<file path="src/agr_pkg.sv">
package agr_pkg;

   // ***********************************************************
   // sizes and field positions
   // ***********************************************************
   localparam int          CHANNELS   = 16;
   localparam int          DATA_W     = 11;
   localparam int          WORD_W     = 16;
   localparam int          FIFO_DEPTH = 4;
   localparam int          BUF_WORDS  = 17;
   localparam int          HDR_BIT    = 15;
   localparam int          SA_LSB     = 11;
   localparam logic [10:0] OVERFLOW_VAL = 11'h7ff;
   localparam logic [15:0] STATUS_RST   = 16'h0000;

   // ***********************************************************
   // dataway function and subaddress codes
   // ***********************************************************
   localparam logic [4:0] F_RD_STATUS = 5'h00;
   localparam logic [4:0] F_RD_DATA   = 5'h02;
   localparam logic [4:0] F_CLEAR     = 5'h09;
   localparam logic [4:0] F_WR_STATUS = 5'h10;
   localparam logic [4:0] F_TEST      = 5'h19;
   localparam logic [3:0] A_ZERO      = 4'h0;

   // ***********************************************************
   // timing
   // ***********************************************************
   localparam int          CLK_NS        = 4;
   localparam int          TEST_GATE_NS  = 100;
   localparam logic [7:0]  TEST_GATE_CYC =
      8'((TEST_GATE_NS + CLK_NS - 1) / CLK_NS);

   // ***********************************************************
   // types
   // ***********************************************************
   typedef struct packed {
      logic       overflow_suppress_en;
      logic       lam_en;
      logic       dataway_sequential_rd_en;
      logic       dataway_compress_en;
      logic       dataway_pedestal_sub_en;
      logic       fast_port_en;
      logic       fast_port_compress_en;
      logic       fast_port_pedestal_sub_en;
      logic [7:0] station_tag;
   } agr_status_s;

   typedef struct packed {
      logic        strb;
      logic        z;
      logic        c;
      logic        n;
      logic [4:0]  f;
      logic [3:0]  a;
      logic [15:0] w;
   } agr_cmd_s;

   typedef logic [15:0][10:0] agr_chan_t;

   typedef enum logic [3:0] {
      SQ_IDLE = 4'b0001,
      SQ_FAST = 4'b0010,
      SQ_DWAY = 4'b0100,
      SQ_DONE = 4'b1000
   } agr_seq_e;

endpackage

</file>
<file path="src/agr_fifo.sv">
`timescale 1ns/1ps
module agr_fifo #(
   parameter int W = 16,
   parameter int D = 4
) (
   input  wire logic         sys_clk,
   input  wire logic         resetn,
   input  wire logic         clr,
   input  wire logic         in_valid,
   output logic              in_ready,
   input  wire logic [W-1:0] in_data,
   output logic              out_valid,
   input  wire logic         out_ready,
   output logic [W-1:0]      out_data
);
   localparam int PW = (D > 1) ? $clog2(D) : 1;

   logic [W-1:0]  mem [D];
   logic [PW-1:0] wr_ptr_r;
   logic [PW-1:0] rd_ptr_r;
   logic [PW:0]   cnt_r;
   logic          push;
   logic          pop;

   assign in_ready  = (cnt_r != (PW+1)'(D));
   assign out_valid = (cnt_r != '0);
   assign out_data  = mem[rd_ptr_r];
   assign push      = in_valid & in_ready;
   assign pop       = out_valid & out_ready;

   always_ff @(posedge sys_clk) begin
      if (push) begin
         mem[wr_ptr_r] <= in_data;
      end
   end

   always_ff @(posedge sys_clk or negedge resetn) begin
      if (!resetn) begin
         wr_ptr_r <= '0;
         rd_ptr_r <= '0;
         cnt_r    <= '0;
      end else if (clr) begin
         wr_ptr_r <= '0;
         rd_ptr_r <= '0;
         cnt_r    <= '0;
      end else begin
         if (push) begin
            wr_ptr_r <= (wr_ptr_r == PW'(D-1)) ? '0 : wr_ptr_r + 1'b1;
         end
         if (pop) begin
            rd_ptr_r <= (rd_ptr_r == PW'(D-1)) ? '0 : rd_ptr_r + 1'b1;
         end
         cnt_r <= cnt_r + (PW+1)'(push) - (PW+1)'(pop);
      end
   end
endmodule // agr_fifo

</file>
<file path="src/agr_gate_readout.sv">
`timescale 1ns/1ps
// Functional notes
// - F16 A0 writes status; F0 A0 reads back
// - status bit layout: options and station tag
// - uncompressed: 16 words, channels 0..15
// - compressed: header, station, count, tagged words
// - clear forces and holds busy at zero
// - clear from panel, Z, C, or F9 A0
// - clear holds converter clear flip-flop reset
// - ready: readout inhibited, gate accepted
// - gate from panel or F25 A0 one-shot
// - gate start releases clear, opens gates
// - gate trailing edge sets busy
// - busy: ignore gate, reject most functions
// - busy set fires digitization start
// - fast compress, all zero: no words
// - dataway compress, all zero: no readout, no LAM
module agr_gate_readout
   import agr_pkg::*;
(
   input  wire logic          sys_clk,
   input  wire logic          resetn,
   input  wire agr_cmd_s      cmd,
   output logic [15:0]        cmd_rdata,
   output logic               cmd_q,
   output logic               cmd_x,
   output logic               lam,
   input  wire logic          clear_in,
   input  wire logic          gate_in,
   input  wire logic          conv_done,
   input  wire agr_chan_t     chan_data,
   output logic               busy,
   output logic               conv_release,
   output logic               conv_gate,
   output logic               pedestal_en,
   output logic               digitize_start,
   output logic               fast_valid,
   input  wire logic          fast_ready,
   output logic [15:0]        fast_data
);

   // ***********************************************************
   // helpers
   // ***********************************************************
   function automatic logic keep_chan(input logic [10:0] v,
                                      input logic ofs);
      keep_chan = (v != 11'h000) && !(ofs && v == OVERFLOW_VAL);
   endfunction

   function automatic logic [4:0] kept_count(input agr_chan_t d,
                                             input logic ofs);
      logic [4:0] n;
      n = 5'h00;
      for (int i = 0; i < CHANNELS; i++) begin
         n = n + 5'(keep_chan(d[i], ofs));
      end
      kept_count = n;
   endfunction

   function automatic logic at_a0(input agr_cmd_s c, input logic [4:0] f);
      at_a0 = c.strb && c.n && c.f == f && c.a == A_ZERO;
   endfunction

   // ***********************************************************
   // state
   // ***********************************************************
   agr_status_s  st_r;
   agr_seq_e     seq_r;
   agr_chan_t    chan_r;
   logic         busy_r;
   logic         release_r;
   logic         conv_gate_r;
   logic         ped_r;
   logic         dig_r;
   logic         gate_q_r;
   logic [7:0]   test_cnt_r;
   logic [3:0]   ch_r;
   logic         hdr_pend_r;
   logic [15:0]  dw_buf [BUF_WORDS];
   logic [4:0]   dw_cnt_r;
   logic [4:0]   dw_rd_r;
   logic [15:0]  rdata_r;
   logic         q_r;
   logic         x_r;
   logic         lam_r;
   logic         fv_r;
   logic [15:0]  fd_r;

   // ***********************************************************
   // command decode
   // ***********************************************************
   logic clear_fn;
   logic wr_stat;
   logic rd_stat;
   logic rd_data;
   logic test_cmd;
   logic gate_any;
   logic gate_rise;
   logic gate_fall;

   assign clear_fn = clear_in | (cmd.strb & (cmd.z | cmd.c)) |
                     at_a0(cmd, F_CLEAR);
   // busy blocks all but readout and clear
   assign wr_stat  = at_a0(cmd, F_WR_STATUS) & ~busy_r;
   assign rd_stat  = at_a0(cmd, F_RD_STATUS) & ~busy_r;
   assign test_cmd = at_a0(cmd, F_TEST) & ~busy_r;
   assign rd_data  = cmd.strb & cmd.n & (cmd.f == F_RD_DATA);

   // panel gate or test one-shot, only while ready
   assign gate_any  = (gate_in | (test_cnt_r != 8'h00)) &
                      ~busy_r & ~clear_fn;
   assign gate_rise = gate_any & ~gate_q_r;
   assign gate_fall = gate_q_r & ~gate_any & ~clear_fn;

   // ***********************************************************
   // readout sequencer datapath
   // ***********************************************************
   logic [4:0]  kept;
   logic        skip_fast;
   logic        skip_dway;
   logic        run_fast;
   logic        run_dway;
   logic        pass_comp;
   logic        cur_keep;
   logic [15:0] cur_word;
   logic        emit;
   logic        sink_rdy;
   logic        adv;
   logic        fifo_in_ready;
   logic        fo_valid;
   logic [15:0] fo_data;
   logic        fo_ready;
   logic [4:0]  rd_idx;
   logic        avail;

   assign kept      = kept_count(chan_r, st_r.overflow_suppress_en);
   assign skip_fast = ~st_r.fast_port_en |
                      (st_r.fast_port_compress_en & kept == 5'h00);
   assign skip_dway = st_r.dataway_compress_en & kept == 5'h00;
   assign run_fast  = (seq_r == SQ_FAST) & ~skip_fast;
   assign run_dway  = (seq_r == SQ_DWAY) & ~skip_dway;
   assign pass_comp = (seq_r == SQ_FAST) ? st_r.fast_port_compress_en
                                         : st_r.dataway_compress_en;
   assign cur_keep  = ~pass_comp |
                      keep_chan(chan_r[ch_r], st_r.overflow_suppress_en);
   // header: count of 16 wraps to 0 in four bits
   assign cur_word  = hdr_pend_r ?
      {1'b1, kept[3:0], 3'b000, st_r.station_tag} :
      {1'b0, pass_comp ? ch_r : 4'h0, chan_r[ch_r]};
   assign emit      = (run_fast | run_dway) & (hdr_pend_r | cur_keep);
   assign sink_rdy  = run_fast ? fifo_in_ready : 1'b1;
   assign adv       = (run_fast | run_dway) & ~hdr_pend_r &
                      (~cur_keep | sink_rdy);

   assign rd_idx = st_r.dataway_sequential_rd_en ? dw_rd_r
                                                 : {1'b0, cmd.a};
   assign avail  = (seq_r == SQ_DONE) & (rd_idx < dw_cnt_r);
   assign fo_ready = ~fv_r | fast_ready;

   agr_fifo #(
      .W (WORD_W),
      .D (FIFO_DEPTH)
   ) u_fifo (
      .sys_clk   (sys_clk),
      .resetn    (resetn),
      .clr       (clear_fn),
      .in_valid  (emit & run_fast),
      .in_ready  (fifo_in_ready),
      .in_data   (cur_word),
      .out_valid (fo_valid),
      .out_ready (fo_ready),
      .out_data  (fo_data)
   );

   // ***********************************************************
   // status register
   // ***********************************************************
   always_ff @(posedge sys_clk or negedge resetn) begin
      if (!resetn) begin
         st_r <= agr_status_s'(STATUS_RST);
      end else if (wr_stat) begin
         st_r <= agr_status_s'(cmd.w);
      end
   end

   // ***********************************************************
   // clear, gate and busy control
   // ***********************************************************
   always_ff @(posedge sys_clk or negedge resetn) begin
      if (!resetn) begin
         busy_r      <= 1'b0;
         release_r   <= 1'b0;
         conv_gate_r <= 1'b0;
         ped_r       <= 1'b0;
         dig_r       <= 1'b0;
         gate_q_r    <= 1'b0;
      end else begin
         gate_q_r    <= gate_any;
         conv_gate_r <= gate_any;
         ped_r       <= gate_any;
         dig_r       <= gate_fall;
         if (clear_fn) begin
            busy_r    <= 1'b0;
            release_r <= 1'b0;
         end else begin
            if (gate_fall) begin
               busy_r <= 1'b1;
            end
            if (gate_rise) begin
               release_r <= 1'b1;
            end
         end
      end
   end

   // test one-shot; retrigger restarts the width
   always_ff @(posedge sys_clk or negedge resetn) begin
      if (!resetn) begin
         test_cnt_r <= 8'h00;
      end else if (clear_fn) begin
         test_cnt_r <= 8'h00;
      end else if (test_cmd) begin
         test_cnt_r <= TEST_GATE_CYC;
      end else if (test_cnt_r != 8'h00) begin
         test_cnt_r <= test_cnt_r - 8'h01;
      end
   end

   // ***********************************************************
   // readout sequencer
   // ***********************************************************
   always_ff @(posedge sys_clk) begin
      if (conv_done && busy_r && seq_r == SQ_IDLE) begin
         chan_r <= chan_data;
      end
      if (emit && run_dway) begin
         dw_buf[dw_cnt_r] <= cur_word;
      end
   end

   always_ff @(posedge sys_clk or negedge resetn) begin
      if (!resetn) begin
         seq_r      <= SQ_IDLE;
         ch_r       <= 4'h0;
         hdr_pend_r <= 1'b0;
         dw_cnt_r   <= 5'h00;
      end else if (clear_fn) begin
         seq_r      <= SQ_IDLE;
         ch_r       <= 4'h0;
         hdr_pend_r <= 1'b0;
         dw_cnt_r   <= 5'h00;
      end else begin
         if (emit && sink_rdy) begin
            hdr_pend_r <= 1'b0;
         end
         if (emit && run_dway) begin
            dw_cnt_r <= dw_cnt_r + 5'h01;
         end
         if (adv) begin
            ch_r <= ch_r + 4'h1;
         end
         case (seq_r)
            SQ_IDLE: begin
               // readout held off until busy and converted
               if (conv_done && busy_r) begin
                  seq_r      <= SQ_FAST;
                  ch_r       <= 4'h0;
                  hdr_pend_r <= st_r.fast_port_compress_en;
               end
            end
            SQ_FAST: begin
               if (skip_fast || (adv && ch_r == 4'hf)) begin
                  seq_r      <= SQ_DWAY;
                  ch_r       <= 4'h0;
                  hdr_pend_r <= st_r.dataway_compress_en;
               end
            end
            SQ_DWAY: begin
               if (skip_dway || (adv && ch_r == 4'hf)) begin
                  seq_r <= SQ_DONE;
               end
            end
            SQ_DONE: begin
               seq_r <= SQ_DONE;
            end
            default: begin
               seq_r <= SQ_IDLE;
            end
         endcase
      end
   end

   // ***********************************************************
   // dataway responses and LAM
   // ***********************************************************
   always_ff @(posedge sys_clk or negedge resetn) begin
      if (!resetn) begin
         rdata_r <= 16'h0000;
         q_r     <= 1'b0;
         x_r     <= 1'b0;
         dw_rd_r <= 5'h00;
         lam_r   <= 1'b0;
      end else begin
         x_r <= 1'b0;
         q_r <= 1'b0;
         if (clear_fn) begin
            dw_rd_r <= 5'h00;
         end else if (rd_data && avail &&
                      st_r.dataway_sequential_rd_en) begin
            dw_rd_r <= dw_rd_r + 5'h01;
         end
         if (rd_stat) begin
            rdata_r <= st_r;
            x_r     <= 1'b1;
            q_r     <= 1'b1;
         end else if (rd_data) begin
            rdata_r <= avail ? dw_buf[rd_idx] : 16'h0000;
            x_r     <= 1'b1;
            q_r     <= avail;
         end else if (wr_stat || test_cmd ||
                      at_a0(cmd, F_CLEAR)) begin
            x_r <= 1'b1;
            q_r <= 1'b1;
         end
         // no words kept means no request
         lam_r <= st_r.lam_en & st_r.dataway_sequential_rd_en &
                  (seq_r == SQ_DONE) & (dw_rd_r < dw_cnt_r) &
                  ~clear_fn;
      end
   end

   // ***********************************************************
   // fast port output stage
   // ***********************************************************
   always_ff @(posedge sys_clk or negedge resetn) begin
      if (!resetn) begin
         fv_r <= 1'b0;
         fd_r <= 16'h0000;
      end else if (clear_fn) begin
         fv_r <= 1'b0;
      end else if (fo_ready) begin
         fv_r <= fo_valid;
         fd_r <= fo_data;
      end
   end

   assign cmd_rdata      = rdata_r;
   assign cmd_q          = q_r;
   assign cmd_x          = x_r;
   assign lam            = lam_r;
   assign busy           = busy_r;
   assign conv_release   = release_r;
   assign conv_gate      = conv_gate_r;
   assign pedestal_en    = ped_r;
   assign digitize_start = dig_r;
   assign fast_valid     = fv_r;
   assign fast_data      = fd_r;

endmodule // agr_gate_readout

</file>
<file path="config.mk">
export PLATFORM = sky130hd
export DESIGN_NAME = agr_gate_readout
export DESIGN_NICKNAME = d
export VERILOG_FILES = /design/src/agr_pkg.sv /design/src/agr_fifo.sv /design/src/agr_gate_readout.sv
export SDC_FILE = /design/constraint.sdc
export NUM_CORES = 1
export LEC_CHECK = 0
export BUFFER_PORTS_ARGS = -buffer_cell sky130_fd_sc_hd__buf_4
export CORE_ASPECT_RATIO = 1.4
export CORE_MARGIN = 2
export CORE_UTILIZATION = 55
export DETAILED_ROUTE_END_ITERATION = 10
export PLACE_DENSITY = 0.74
export REMOVE_ABC_BUFFERS = 1
export SLEW_MARGIN = 20
export SYNTH_ARGS = -nofsm -noshare
export SYNTH_HDL_FRONTEND = slang
export SYNTH_SLANG_ARGS = --single-unit
</file>
<file path="constraint.sdc">
create_clock -name sys_clk -period 8.5 [get_ports sys_clk]
set_input_delay 0.425 -clock sys_clk [delete_from_list [all_inputs] [get_ports sys_clk]]
set_output_delay 0.425 -clock sys_clk [all_outputs]
set_load 0.02 [all_outputs]
</file>
; Word-level counts from Yosys, hierarchy flattened
; Memories as Yosys holds them, arrays and structs flattened. A register that Yosys moved wholly into a read port is not among the register bits.
; Index checks and enable logic that the tools add are counted.
[op_classes]
addsub = 23
order_cmp = 3
n_eq_ne = 32
mux = 54
bitwise_logic = 47
reduce_logical = 105
[ops]
columns = operator, count
row1 = "11-bit equality test, second input constant", 17
row2 = 11-bit nonzero test, 17
row3 = 16-bit two-way mux, 4
row4 = 5-bit by 1-bit adder with 5-bit output, 11
row5 = 1-bit logical AND, 50
row6 = 11-bit binary-select mux with 4-bit select, 1
row7 = 4-bit two-way mux, 9
row8 = 1-bit bitwise AND, 26
row9 = 5-bit two-way mux, 5
row10 = 8-bit two-way mux, 3
row11 = 1-bit two-way mux, 21
row12 = 1-bit logical NOT, 18
row13 = 4-bit one-hot mux with 4 select lines, 1
row14 = 2-bit nonzero test, 8
row15 = 2-bit two-way mux, 6
row16 = 11-bit two-way mux, 1
row17 = 1-bit NOT, 11
row18 = "5-bit by 1-bit adder with 5-bit output, second input constant", 2
row19 = "5-bit equality test, second input constant", 2
row20 = 5-bit logical NOT, 2
row21 = 5-bit < comparator, 2
row22 = 1-bit OR, 10
row23 = "4-bit equality test, second input constant", 2
row24 = 4-bit one-hot mux with 2 select lines, 1
row25 = 26 further kinds, 34
[word_totals]
ff_bits = 250
ramBits = 336
inputBits = 211
output_inout_bits = 41
wordCells = 309
memories = 2
[memory_table]
columns = memory, words, word_bits, rd, rd_ports_with_merged_regs, wr, line_no
row1 = dw_buf, 17, 16, 1, 0, 1, agr_gate_readout.sv:79  ; logic [15:0] dw_buf [BUF_WORDS];
row2 = u_fifo.mem, 4, 16, 1, 1, 1, agr_fifo.sv:18  ; logic [W-1:0] mem [D];

; Depth between registers and ports, before layout
; Gate-level depths: netlist of run 1.
[depth]
word_depth = 32
ltp_mapped = 26
depth_no_buf = 25

; Hierarchy
; Synthesis of run 1 repeated with hierarchy kept, for this count alone.
[hier_totals]
hier_cells = 1800
hier_area_um2 = 25493.2
[modules_own_cells]
columns = module, instances, cells_each, area_per_inst_um2, seq_area_each_um2
row1 = agr_gate_readout, 1, 1669, 22708.0, 15531.1
row2 = agr_fifo, 1, 131, 2785.2, 2097.0

; Worst setup path after synthesis of run 1
; OpenSTA, ideal clock, no wires.
[synth_timing]
kind = reg2reg
start = register st_r[15] (netlist bit)
end = memory dw_buf[16][0] (enable)
setup_time_ns = 0.430
t_arrival_ns = 6.661
t_required_ns = 8.070
path_slack_ns = 1.409
stages_incl_launch_ff = 22
path_buffers = 3
synth_period_minus_slack_ns = 7.091
path_cell_list = dfrtp_1 clkbuf_1 buf_1 nand4_1 nor3_1 nor2_1 fa_1 inv_1 fa_1 inv_1 fa_1 fa_1 ha_1 fa_1 nand2_1 nor2_1 o21ai_0 nor2_1 a211oi_1 clkbuf_1 nand3_1 nor4_1
[synth_via]
elab_chain_cells = 28
word_cells_on_any_way = 81
classes_between = add/sub (15) / mux (2) / bitwise (11) / reduce/logical (53)
[synth_rtl]
columns = item, line_no
row1 = start: declaration, agr_gate_readout.sv:67  ; agr_status_s st_r;
row2 = start signal: assignment, agr_gate_readout.sv:180  ; st_r <= agr_status_s'(STATUS_RST);
row3 = start signal: assignment, agr_gate_readout.sv:182  ; st_r <= agr_status_s'(cmd.w);
row4 = 1-bit logical AND, agr_gate_readout.sv:47  ; keep_chan = (v != 11'h000) && !(ofs && v == OVERFLOW_VAL);
row5 = 1-bit logical NOT, agr_gate_readout.sv:47
row6 = 1-bit logical AND, agr_gate_readout.sv:47
row7 = 1-bit by 1-bit adder with 2-bit output, agr_gate_readout.sv:55  ; n = n + 5'(keep_chan(d[i], ofs));
row8 = 2-bit by 1-bit adder with 3-bit output, agr_gate_readout.sv:55
row9 = 3-bit by 1-bit adder with 4-bit output, agr_gate_readout.sv:55
row10 = 4-bit by 1-bit adder with 5-bit output, agr_gate_readout.sv:55
row11 = 5-bit by 1-bit adder with 5-bit output (11 in series), agr_gate_readout.sv:55
row12 = (+2 left out), --
row13 = 1-bit OR, agr_gate_readout.sv:137  ; assign skip_fast = ~st_r.fast_port_en |
row14 = 1-bit NOT, agr_gate_readout.sv:140  ; assign run_fast = (seq_r == SQ_FAST) & ~skip_fast;
row15 = 1-bit bitwise AND, agr_gate_readout.sv:140
row16 = 1-bit OR, agr_gate_readout.sv:150  ; assign emit = (run_fast | run_dway) & (hdr_pend_r | cur_keep);
row17 = 1-bit bitwise AND, agr_gate_readout.sv:150
row18 = 1-bit logical AND *, agr_gate_readout.sv:236  ; if (emit && run_dway) begin
row19 = 1-bit two-way mux *, agr_gate_readout.sv:236
row20 = 1-bit two-way mux (implied by the code) *, agr_gate_readout.sv:237  ; dw_buf[dw_cnt_r] <= cur_word;
row21 = end: declaration, agr_gate_readout.sv:79
; Mark *: on every way between the ends. The rest lies on a longest branch, timed or not.

; Final worst setup path of run 1
[layout_timing]
start = register st_r[15] (netlist bit)
end = memory dw_buf[5][0] (enable)
; The elaborated chain is that of the path after synthesis.

==> impl_metrics.csv, run 1 <==
group,metric,value,unit
status,status,"finished clean",
detailed_routing,ant_nets,0,
critical_path,path_cells,"nand4_1 -> nor3_1 -> nor2_1 -> fa_1 -> inv_1 -> fa_1 -> inv_1 -> fa_1 -> fa_1 -> ha_1 -> fa_1 -> nand2_1 -> nor2_1 -> o21ai_0 -> nor2_1 -> a211oi_1 -> buf_4 -> inv_1 -> nor2_1 -> and3_1",
power_and_ir_drop,p_leak,0.0111,uW
grt,grt_first_pass_wirelength,106000,um
sta,period_share,87.2,%
yosys,yosysSeqAreaShare,68.9,%
yosys,avgSynthCellArea,14.1,um^2
detailed_routing,dr.pass1.iters,7,
yosys,synth-edff-count,512,
critical_path,cp_slowest_cell,"dfrtp_1",
yosys,syn_area,25600,um^2
sta,setup_viol,0,
placed_design,gp_congestion,0.942,
yosys,synth.area.top_cells,"edfxtp_1, dfrtp_1, mux4_2",
critical_path,cp.arrival,7.62,ns
final_layout,nets,2406,
critical_path,cp.required,8.70,ns
sta,hold_viol,0,
grt,gr-usage-all-layers,29.7,%
critical_path,path_depth,20,
detailed_routing,drtIter0Drc,1489,
critical_path,crit_path_max_fanout,19,
yosys,async_reset_ff_share,15.0,%
critical_path,critical_path.top_delay_family,"adder cells",
detailed_routing,vias_per_cell,6.18,
final_layout,areaGrowthSynthToFinish,21.4,%
clock_network,clk_path_buf_depth,3,
sta,worst_pin_slew,1.08,ns
sta,timing.hold.ws,0.0132,ns
critical_path,slowest_delay,0.91,ns
clock_network,postCtsHoldBufs,108,
yosys,synth_seq_cells,602,
clock_network,cts.sinks,602,
placed_design,hpwl,47700,um
clock_network,insertion_delay,0.59,ns
floorplan,die_area,48300,um^2
clock_network,cts_tree,"yes",
grt,grt-ovfl-total,0,
floorplan,rows,93,
final_layout,most-common-layout-cells,"edfxtp_1, nand2_1, buf_4",
final_layout,final-seq-area,17600,um^2
final_layout,diodes,0,
critical_path,rr_worst_depth,20,
final_layout,finalNonFillerCells,2816,
critical_path,cp-start-kind,"flip-flop",
critical_path,critPathKind,"flip-flop to flip-flop",
min_path,holdPathStages,1,
job,timing.max_cap.violations,0,
final_layout,multi_input_area,7510,um^2
detailed_routing,remaining_drc_errors,0,
clock_network,post_cts_resize_count,0,
sta,period_needed,7.41,ns
detailed_routing,avgRoutedWirePerCell,25.0,um
clock_network,cts_root_buffer,"clkbuf_16",
clock_network,cts_setup_buffers,0,
grt,grt_start_max_net_pins,92,
yosys,ys_warn_count,0,
sta,fin_setup_tns,0,ns
yosys,ys.flop_type,"edfxtp_1",
grt,antenna_found_initial,0,
clock_network,clk_pin_slew,0.06,ns
yosys,synth_top_area_share,60.1,%
clock_network,cts_buffers,55,
min_path,min_path_type,"input pin to flip-flop",
sta,drv_slew,0,
sta,fmax,0.135,GHz
final_layout,fillers,3118,
sta,rsz0062_at_grt,"false",
yosys,synth_cell_type_count,59,
placed_design,dp.cells,2609,
detailed_routing,drt-total-wl,70400,um
detailed_routing,num_vias,17400,
floorplan,core-area,46000,um^2
clock_network,htree_levels,2,
floorplan,die_h,259,um
yosys,synth.largest_area_cell,"edfxtp_1",
critical_path,cp_num_buf_inv,4,
sta,slew_headroom,27.8,%
grt,grt_pass1_vias,17900,
critical_path,worstSetupEndpointType,"flip-flop",
yosys,synthesis.instances,1812,
final_layout,final_common_cell,"edfxtp_1",
sta,fin_skew,0.0229,ns
power_and_ir_drop,power_density,215,nW/um^2
critical_path,crit_top_cell,"fa_1",
final_layout,final_layout_size_suffix_gt1_share,22.0,%
floorplan,fp.dieW,186,um
placed_design,portBuffers,251,
power_and_ir_drop,ir_drop,0.232,mV
floorplan,io_pins,252,
floorplan,start_util,55.6,%
## per-layer routing
| layer | vias to the layer above | global-route usage (%) | part of all wire [%] |
|---|---|---|---|
| li1 | 7667 | - | - |
| met1 | 8702 | 33.7 | 34 |
| met2 | 848 | 54.1 | 54 |
| met3 | 179 | 4.32 | 6.6 |
| met4 | 0 | 14.9 | 5.4 |
| met5 | - | 0 | 0 |
## cell families after synthesis
logic type,Yosys count,share of synthesized area [%]
XOR/XNOR,9,0.308
buffers and inverters,126,2.04
multiplexers,118,7.96
AND/OR/NAND/NOR,736,13.7
adder cells (fa/ha/maj),38,2.18
AO/OA/AOI/OAI,183,4.85
flip-flops,602,68.9
## power by group
part | switching (uW) | internal (uW)
combinational | 370 | 338
sequential | 98.3 | 3300
clock | 1060 | 1500
total | 1530 | 5140
## per-stage QoR
step	util, %	area [um^2]	power, uW	worst slack [ns]
2_1_floorplan	-	25200	3850	1.12
3_3_place_gp	61.1	28100	4100	1.36
3_5_place_dp	61.1	28100	4120	1.25
4_1_cts	67.5	31000	6680	1.20
5_1_grt	67.5	31000	6870	0.729
6_report	67.5	31000	6670	1.09
## worst reg2reg max path: stages, from the launching register on
cell and delay (ns):
dfrtp_1 0.91, nand4_1 0.29, nor3_1 0.26, nor2_1 0.12, fa_1 0.50, inv_1 0.07, fa_1 0.51, inv_1 0.06
fa_1 0.56, fa_1 0.44, ha_1 0.24, fa_1 0.49, nand2_1 0.09, nor2_1 0.03, o21ai_0 0.32, nor2_1 0.09
a211oi_1 0.24, buf_4 0.22, inv_1 0.11, nor2_1 0.65, and3_1 0.81
## state kept, by name, indices dropped and copies added, names as in the netlist, 5 cells and up
signal,cells
chan_r,176
test_cnt_r,8
dw_buf,272
fast_data,16
dw_cnt_r,5
u_fifo.mem,64
st_r,16
cmd_rdata,16
dw_rd_r,5
## synthesized netlist by cell type, drive strengths merged (6+ instances only)
cell type  count
mux2i         11
buf           21
a311oi        48
a21oi         53
nand2        317
nand4         55
a211oi         6
nor2b          7
nor4          53
mux4          64
o31ai          7
clkbuf        74
and2           6
and3          35
o21ai         23
or3            9
a22oi         14
nor2          59
o22ai         15
dfrtp         89
ha            27
inv           30
edfxtp       512
nand3        143
nor3          26
fa            11
mux2          43
## cell type report
class	instances	share of cell area [%]
multi-input combinational	1084	24.2
timing repair buffer	383	10.1
clock buffer	68	4.76
sequential	602	56.8
inverter	31	0.391
clock inverter	31	1.21
tap	617	2.49
## path summary, 6_finish.rpt
| check | slack, ns | from | end |
|---|---|---|---|
| hold / removal | 0.01 | chan_data[145] | chan_r[145] |
| setup / recovery | 1.09 | st_r[15] | dw_buf[5][0] |
| setup reg to reg | 1.09 | st_r[15] | dw_buf[5][0] |
| min in group asynchronous | 0.25 | resetn | fast_data[4] |
| hold reg to reg | 0.50 | conv_release | conv_release |
| max in group asynchronous | 6.91 | resetn | ch_r[0] |
(Power assumes the default switching activity.)
==> run 2, diff against run 1 <==
--- a/config.mk
+++ b/config.mk
@@ -5,12 +5,12 @@
 export SDC_FILE = /design/constraint.sdc
 export NUM_CORES = 1
 export LEC_CHECK = 0
-export BUFFER_PORTS_ARGS = -buffer_cell sky130_fd_sc_hd__buf_4
 export CORE_ASPECT_RATIO = 1.4
 export CORE_MARGIN = 2
 export CORE_UTILIZATION = 55
 export DETAILED_ROUTE_END_ITERATION = 10
-export PLACE_DENSITY = 0.74
+export DONT_BUFFER_PORTS = 1
+export PLACE_DENSITY = 0.69
 export REMOVE_ABC_BUFFERS = 1
 export SLEW_MARGIN = 20
 export SYNTH_ARGS = -nofsm -noshare
==> run 2 against run 1 <==
Compared with the run above:
- setup slack gained 0.21 ns
- clock power hardly changed
- register-to-register slack better by 0.21 ns
- via count is 3.6% lower
- fmax is 2.9% higher
- flip-flop and latch count stayed put
- cell count is 5.8% lower
- highest routed layer is now met5
- worst hold slack better by 0.054 ns
==> impl_metrics.csv, run 2 (synthesized netlist as in run 1, its figures left out) <==
group,metric,value,unit
status,status,"finished clean",
grt,grt_pass1_vias,17500,
sta,fin_setup_tns,0,ns
critical_path,crit_path_max_fanout,16,
sta,setup_viol,0,
placed_design,dp.cells,2358,
final_layout,top_regs,"dw_buf: 272 flops, chan_r: 176 flops, u_fifo.mem: 64 flops",
detailed_routing,num_vias,16800,
floorplan,die_area,48300,um^2
clock_network,cts.sinks,602,
critical_path,critical_path.top_delay_family,"simple AND/OR/NAND/NOR gates",
critical_path,path_cells,"nor4_1 -> nand2_1 -> nor4_1 -> nor2_1 -> fa_1 -> inv_1 -> fa_1 -> inv_1 -> fa_1 -> fa_1 -> ha_1 -> fa_1 -> nand2_1 -> nor2_1 -> o21ai_0 -> nor2_1 -> a211oi_1 -> inv_1 -> nor2_1 -> and3_1",
power_and_ir_drop,p_leak,0.0102,uW
clock_network,cts_buffers,54,
detailed_routing,drt-total-wl,70900,um
detailed_routing,avgRoutedWirePerCell,26.7,um
clock_network,clk_path_buf_depth,3,
placed_design,hpwl,46700,um
sta,worst_pin_slew,1.11,ns
critical_path,crit_top_cell,"fa_1",
sta,rsz0062_at_grt,"false",
grt,grt-ovfl-total,0,
grt,grt_start_max_net_pins,110,
clock_network,post_cts_resize_count,0,
grt,grt_first_pass_wirelength,107000,um
detailed_routing,vias_per_cell,6.32,
floorplan,core-area,46000,um^2
sta,period_share,84.7,%
final_layout,fillers,3183,
min_path,min_path_type,"input pin to flip-flop",
detailed_routing,dr.pass1.iters,6,
grt,use_met2,53.2,%
floorplan,io_pins,252,
critical_path,cp_slowest_cell,"and3_1",
final_layout,largest_reg_flops,272,
power_and_ir_drop,power_density,218,nW/um^2
power_and_ir_drop,ir_drop,0.201,mV
clock_network,htree_levels,2,
detailed_routing,ant_nets,0,
sta,drv_slew,0,
grt,gr-usage-all-layers,30.0,%
critical_path,cp_num_buf_inv,3,
clock_network,clk_pin_slew,0.07,ns
clock_network,cts_root_buffer,"clkbuf_16",
clock_network,cts_tree,"yes",
floorplan,fp.dieW,186,um
job,timing.max_cap.violations,0,
critical_path,cp-start-kind,"flip-flop",
floorplan,rows,93,
final_layout,areaGrowthSynthToFinish,17.4,%
sta,timing.hold.ws,0.0669,ns
grt,use_met1,33.8,%
detailed_routing,remaining_drc_errors,0,
detailed_routing,drtIter0Drc,1582,
sta,fin_skew,0.0330,ns
final_layout,finalNonFillerCells,2654,
sta,hold_viol,0,
clock_network,insertion_delay,0.61,ns
final_layout,final_common_cell,"edfxtp_1",
final_layout,most-common-layout-cells,"edfxtp_1, nand2_1, dlygate4sd3_1",
sta,slew_headroom,26.1,%
final_layout,max_flop_register,"dw_buf",
critical_path,critPathKind,"flip-flop to flip-flop",
critical_path,slowest_delay,0.83,ns
grt,grt.busiest_layer,"met2",
critical_path,worstSetupEndpointType,"flip-flop",
floorplan,start_util,55.6,%
placed_design,gp_congestion,0.989,
grt,use_met3,5.18,%
placed_design,portBuffers,0,
critical_path,cp.required,8.71,ns
final_layout,final_layout_size_suffix_gt1_share,11.8,%
floorplan,die_h,259,um
critical_path,cp.arrival,7.41,ns
grt,antenna_found_initial,2,
final_layout,nets,2240,
sta,fmax,0.139,GHz
sta,period_needed,7.20,ns
[run 2: cell types whose count changed in the layout (fill, tap and decap cells not counted), moves of 3 or more]
cell / change
buf_4: -251
bufinv_16: -4
clkbuf_1: +3
clkbuf_8: +6
clkinv_1: -9
clkinv_2: +4
clkinv_8: +3
dlygate4sd3_1: +85
[run 2: layout make-up]
type	instances	area, um^2	area share, %
Antenna cell	1	2.50	0.00833
Clock inverter	25	297	0.988
Sequential cell	602	17600	58.7
Clock buffer	76	1550	5.15
Multi-Input combinational cell	1084	7510	25.0
Inverter	31	121	0.404
Timing Repair Buffer	218	2140	7.13
Tap cell	617	772	2.57
[run 2: worst paths after layout]
path / startpoint / end / slack (ns) / cells after the start
worst max register to register: chan_r[165] / dw_buf[5][4] / 1.30 / 20
worst max-delay path: chan_r[165] / dw_buf[5][4] / 1.30 / 20
worst min-delay path: cmd[21] / cmd_x / 0.07 / 3
min in group asynchronous: resetn / cmd_rdata[5] / 0.38 / 2
worst min register to register: st_r[11] / st_r[11] / 0.51 / 1
max in group asynchronous: resetn / u_fifo.rd_ptr_r[0] / 7.55 / 2
[run 2: stage by stage]
stage	instance area, um^2	total power [uW]	utilization, %	setup slack [ns]
6_report	30000	6540	65.3	1.30
5_1_grt	30000	6750	65.3	0.771
4_1_cts	30000	6550	65.3	1.31
3_5_place_dp	26200	3980	57.0	1.32
3_3_place_gp	26200	3970	57.0	1.40
2_1_floorplan	25200	3850	-	1.12
[run 2: worst register-to-register path, stage by stage (launching register included)]
cell	delay (ns)
edfxtp_1	0.44
nor4_1	0.44
nand2_1	0.10
nor4_1	0.32
nor2_1	0.14
fa_1	0.55
inv_1	0.07
fa_1	0.50
inv_1	0.06
fa_1	0.55
fa_1	0.41
ha_1	0.23
fa_1	0.48
nand2_1	0.09
nor2_1	0.04
o21ai_0	0.31
nor2_1	0.08
a211oi_1	0.31
inv_1	0.15
nor2_1	0.70
and3_1	0.84
[run 2: layer usage]
metal | up-vias | wire length [um]
met3 | 203 | 4930
met1 | 8371 | 23900
met2 | 849 | 37400
li1 | 7345 | -
met4 | 2 | 4660
met5 | - | 13
[run 2: timing repair]
| action | 4_1_cts | 5_1_grt |
|---|---|---|
| endpoints found under the hold margin | 282 | 0 |
| setup buffers | 0 | 0 |
| hold buffers | 194 | 0 |
[run 2: report_power, final]
part	switching, uW	leakage, uW	internal, uW
Clock	1100	0.000898	1430
Combinational	299	0.00371	262
Sequential	149	0.00560	3300
==> run 3, diff against run 2 <==
==> constraint.sdc (replaced) <==
create_clock -name sys_clk -period 6.71 [get_ports sys_clk]
set_input_delay 0.3355 -clock sys_clk [delete_from_list [all_inputs] [get_ports sys_clk]]
set_output_delay 0.3355 -clock sys_clk [all_outputs]
set_load 0.02 [all_outputs]
==> run 3 against run 2 <==
Compared with the run above:
- cell count is 1.1% higher
- total power increased by 27%
- clock power up 28%
- count of clock-buffer cells in the layout fell by 2
==> impl_metrics.csv, run 3 (synthesized netlist as in run 1, its figures left out) <==
group,metric,value,unit
critical_path,slowest_delay,0.72,ns
detailed_routing,avgRoutedWirePerCell,26.3,um
critical_path,crit_start,"st_r[15]",
grt,grt_first_pass_wirelength,106000,um
clock_network,cts.sinks,602,
placed_design,dp.cells,2381,
final_layout,top_regs,"dw_buf: 272 flops, chan_r: 176 flops, u_fifo.mem: 64 flops",
sta,setup_viol,0,
sta,drv_slew,0,
detailed_routing,drt-total-wl,70400,um
grt,grt-ovfl-total,0,
power_and_ir_drop,power_density,275,nW/um^2
final_layout,final_layout_size_suffix_gt1_share,12.8,%
final_layout,nets,2269,
clock_network,clk_pin_slew,0.07,ns
detailed_routing,remaining_drc_errors,0,
final_layout,areaGrowthSynthToFinish,18.5,%
critical_path,cp-start-kind,"flip-flop",
power_and_ir_drop,pwr-share-comb,8.6,%
sta,setup_ws,0.439,ns
power_and_ir_drop,p_int,6370,uW
final_layout,final_common_cell,"edfxtp_1",
final_layout,final-seq-area,17600,um^2
floorplan,die_h,259,um
grt,gr-usage-all-layers,29.9,%
sta,hold_viol,0,
critical_path,rr_startpoint,"st_r[15]",
critical_path,crit_path_end,"u_fifo.cnt_r[2]",
floorplan,rows,93,
power_and_ir_drop,p_seq_share,52.6,%
min_path,hold_start,"gate_in",
detailed_routing,drtIter0Drc,1683,
status,status,"finished clean",
clock_network,insertion_delay,0.60,ns
placed_design,post-place-ws,0.517,ns
critical_path,r2r_setup_slack,0.44,ns
detailed_routing,vias_per_cell,6.30,
sta,period_needed,6.27,ns
floorplan,start_util,55.6,%
critical_path,crit_path_max_fanout,13,
final_layout,max_flop_register,"dw_buf",
final_layout,finalNonFillerCells,2683,
critical_path,critPathKind,"flip-flop to flip-flop",
final_layout,multi_input_area,7500,um^2
min_path,min_path_type,"input pin to flip-flop",
grt,antenna_found_initial,0,
placed_design,gp_congestion,0.997,
power_and_ir_drop,p_leak,0.0104,uW
placed_design,portBuffers,0,
job,timing.max_cap.violations,0,
critical_path,worstSetupEndpointType,"flip-flop",
clock_network,htree_levels,2,
sta,period_share,93.5,%
clock_network,cts_buffers,53,
power_and_ir_drop,sw_frac_of_total,23.4,%
final_layout,largest_reg_flops,272,
grt,grt_pass1_vias,17600,
floorplan,fp.dieW,186,um
sta,worst_pin_slew,1.09,ns
critical_path,cp.required,7.19,ns
sta,fin_skew,0.0197,ns
sta,fmax,0.159,GHz
clock_network,clk_path_buf_depth,3,
floorplan,core-area,46000,um^2
sta,slew_headroom,27.1,%
floorplan,io_pins,252,
clock_network,cts_setup_buffers,0,
clock_network,cts_tree,"yes",
power_and_ir_drop,clkPwrFrac,38.8,%
power_and_ir_drop,switching_power,1950,uW
critical_path,path_cells,"nand4_1 -> nor3_1 -> nor2_1 -> fa_1 -> fa_1 -> fa_1 -> fa_1 -> ha_1 -> fa_1 -> nand2_1 -> nor2_1 -> o21ai_1 -> o311a_1 -> nand2_1 -> nor2_1 -> ha_1 -> inv_1 -> fa_1 -> xor2_1 -> xnor2_1 -> nor2_1",
detailed_routing,num_vias,16900,
critical_path,path_depth,21,
floorplan,die_area,48300,um^2
critical_path,crit_top_cell,"fa_1",
critical_path,cp_num_buf_inv,1,
critical_path,cp.arrival,6.75,ns
placed_design,hpwl,47300,um
detailed_routing,ant_nets,0,
grt,grt_start_max_net_pins,96,
critical_path,rr_worst_depth,21,
final_layout,fillers,3209,
power_and_ir_drop,ir_drop,0.288,mV
critical_path,r2r-end,"u_fifo.cnt_r[2]",
critical_path,cp_slowest_cell,"dfrtp_1",
detailed_routing,dr.pass1.iters,6,
clock_network,cts_root_buffer,"clkbuf_16",
critical_path,critical_path.top_delay_family,"adder cells",
sta,rsz0062_at_grt,"false",
final_layout,most-common-layout-cells,"edfxtp_1, nand2_1, dlygate4sd3_1",
run 3: worst reg2reg max path: cells and delay by family (launching register included):
| family | cells | cell delay, ns |
|---|---|---|
| AOI/OAI and AO/OA | 2 | 0.56 |
| DFF | 1 | 0.72 |
| and+or+nand+nor | 8 | 1.23 |
| adders and majority gates | 8 | 3.28 |
| xor gates and xnor gates | 2 | 0.31 |
| buffers and inverters | 1 | 0.05 |
run 3: layout make-up:
class | instances | share of cell area [%]
diodes | 1 | 0.00826
clock buffers | 74 | 4.97
clock inverters | 26 | 1.22
inverters | 31 | 0.401
multi-input cells | 1084 | 24.8
flip-flops and latches | 602 | 58.2
well taps | 617 | 2.55
repair buffers | 248 | 7.92
run 3: repair_timing:
| item | CTS | global route |
|---|---|---|
| setup endpoints to repair | 0 | 1 |
| hold endpoints to repair | 288 | 0 |
| hold buffers | 200 | 0 |
| resized for setup | 0 | 1 |
run 3: worst min path at each step:
| stage | endpoint | slack, ns | cells past startpoint |
|---|---|---|---|
| final | gate_q_r | 0.03 | 3 |
| after global routing | test_cnt_r[3] | 0.08 | 3 |
| after CTS | gate_q_r | 0.01 | 3 |
| after detailed placement | fast_data[1] | 0.05 | 0 |
| after global placement | fast_data[11] | 0.05 | 0 |
| after floorplan | busy | 0.04 | 0 |
run 3: routing by layer:
metal  share of wire, %  routed length [um]  track usage (%)
met1                 34               23800             34.1
met3                7.4                5190             4.80
met5                  0                   0                0
met4                7.2                5050             18.4
met2                 52               36400             52.4
run 3: per-stage QoR:
| step | TNS [ns] | util (%) | area (um^2) | hold slack (ns) | total power, uW |
|---|---|---|---|---|---|
| finish | 0 | 65.9 | 30300 | 0.0273 | 8320 |
| global route | 0 | 65.9 | 30300 | 0.0784 | 8580 |
| CTS | 0 | 65.9 | 30300 | 0.0118 | 8340 |
| detailed placement | 0 | 57.4 | 26400 | 0.0486 | 5050 |
| global placement | 0 | 57.4 | 26400 | 0.0480 | 5030 |
| floorplan | -19.02 | - | 25200 | 0.0399 | 4870 |
run 3: power by group through the flow:
| stage | logic (uW) | clock network [uW] | registers, uW |
|---|---|---|---|
| finish | 715 | 3230 | 4370 |
| global route | 787 | 3400 | 4390 |
| CTS | 709 | 3250 | 4370 |
| detailed placement | 596 | 0 | 4450 |
| global placement | 584 | 0 | 4450 |
| floorplan | 461 | 0 | 4410 |
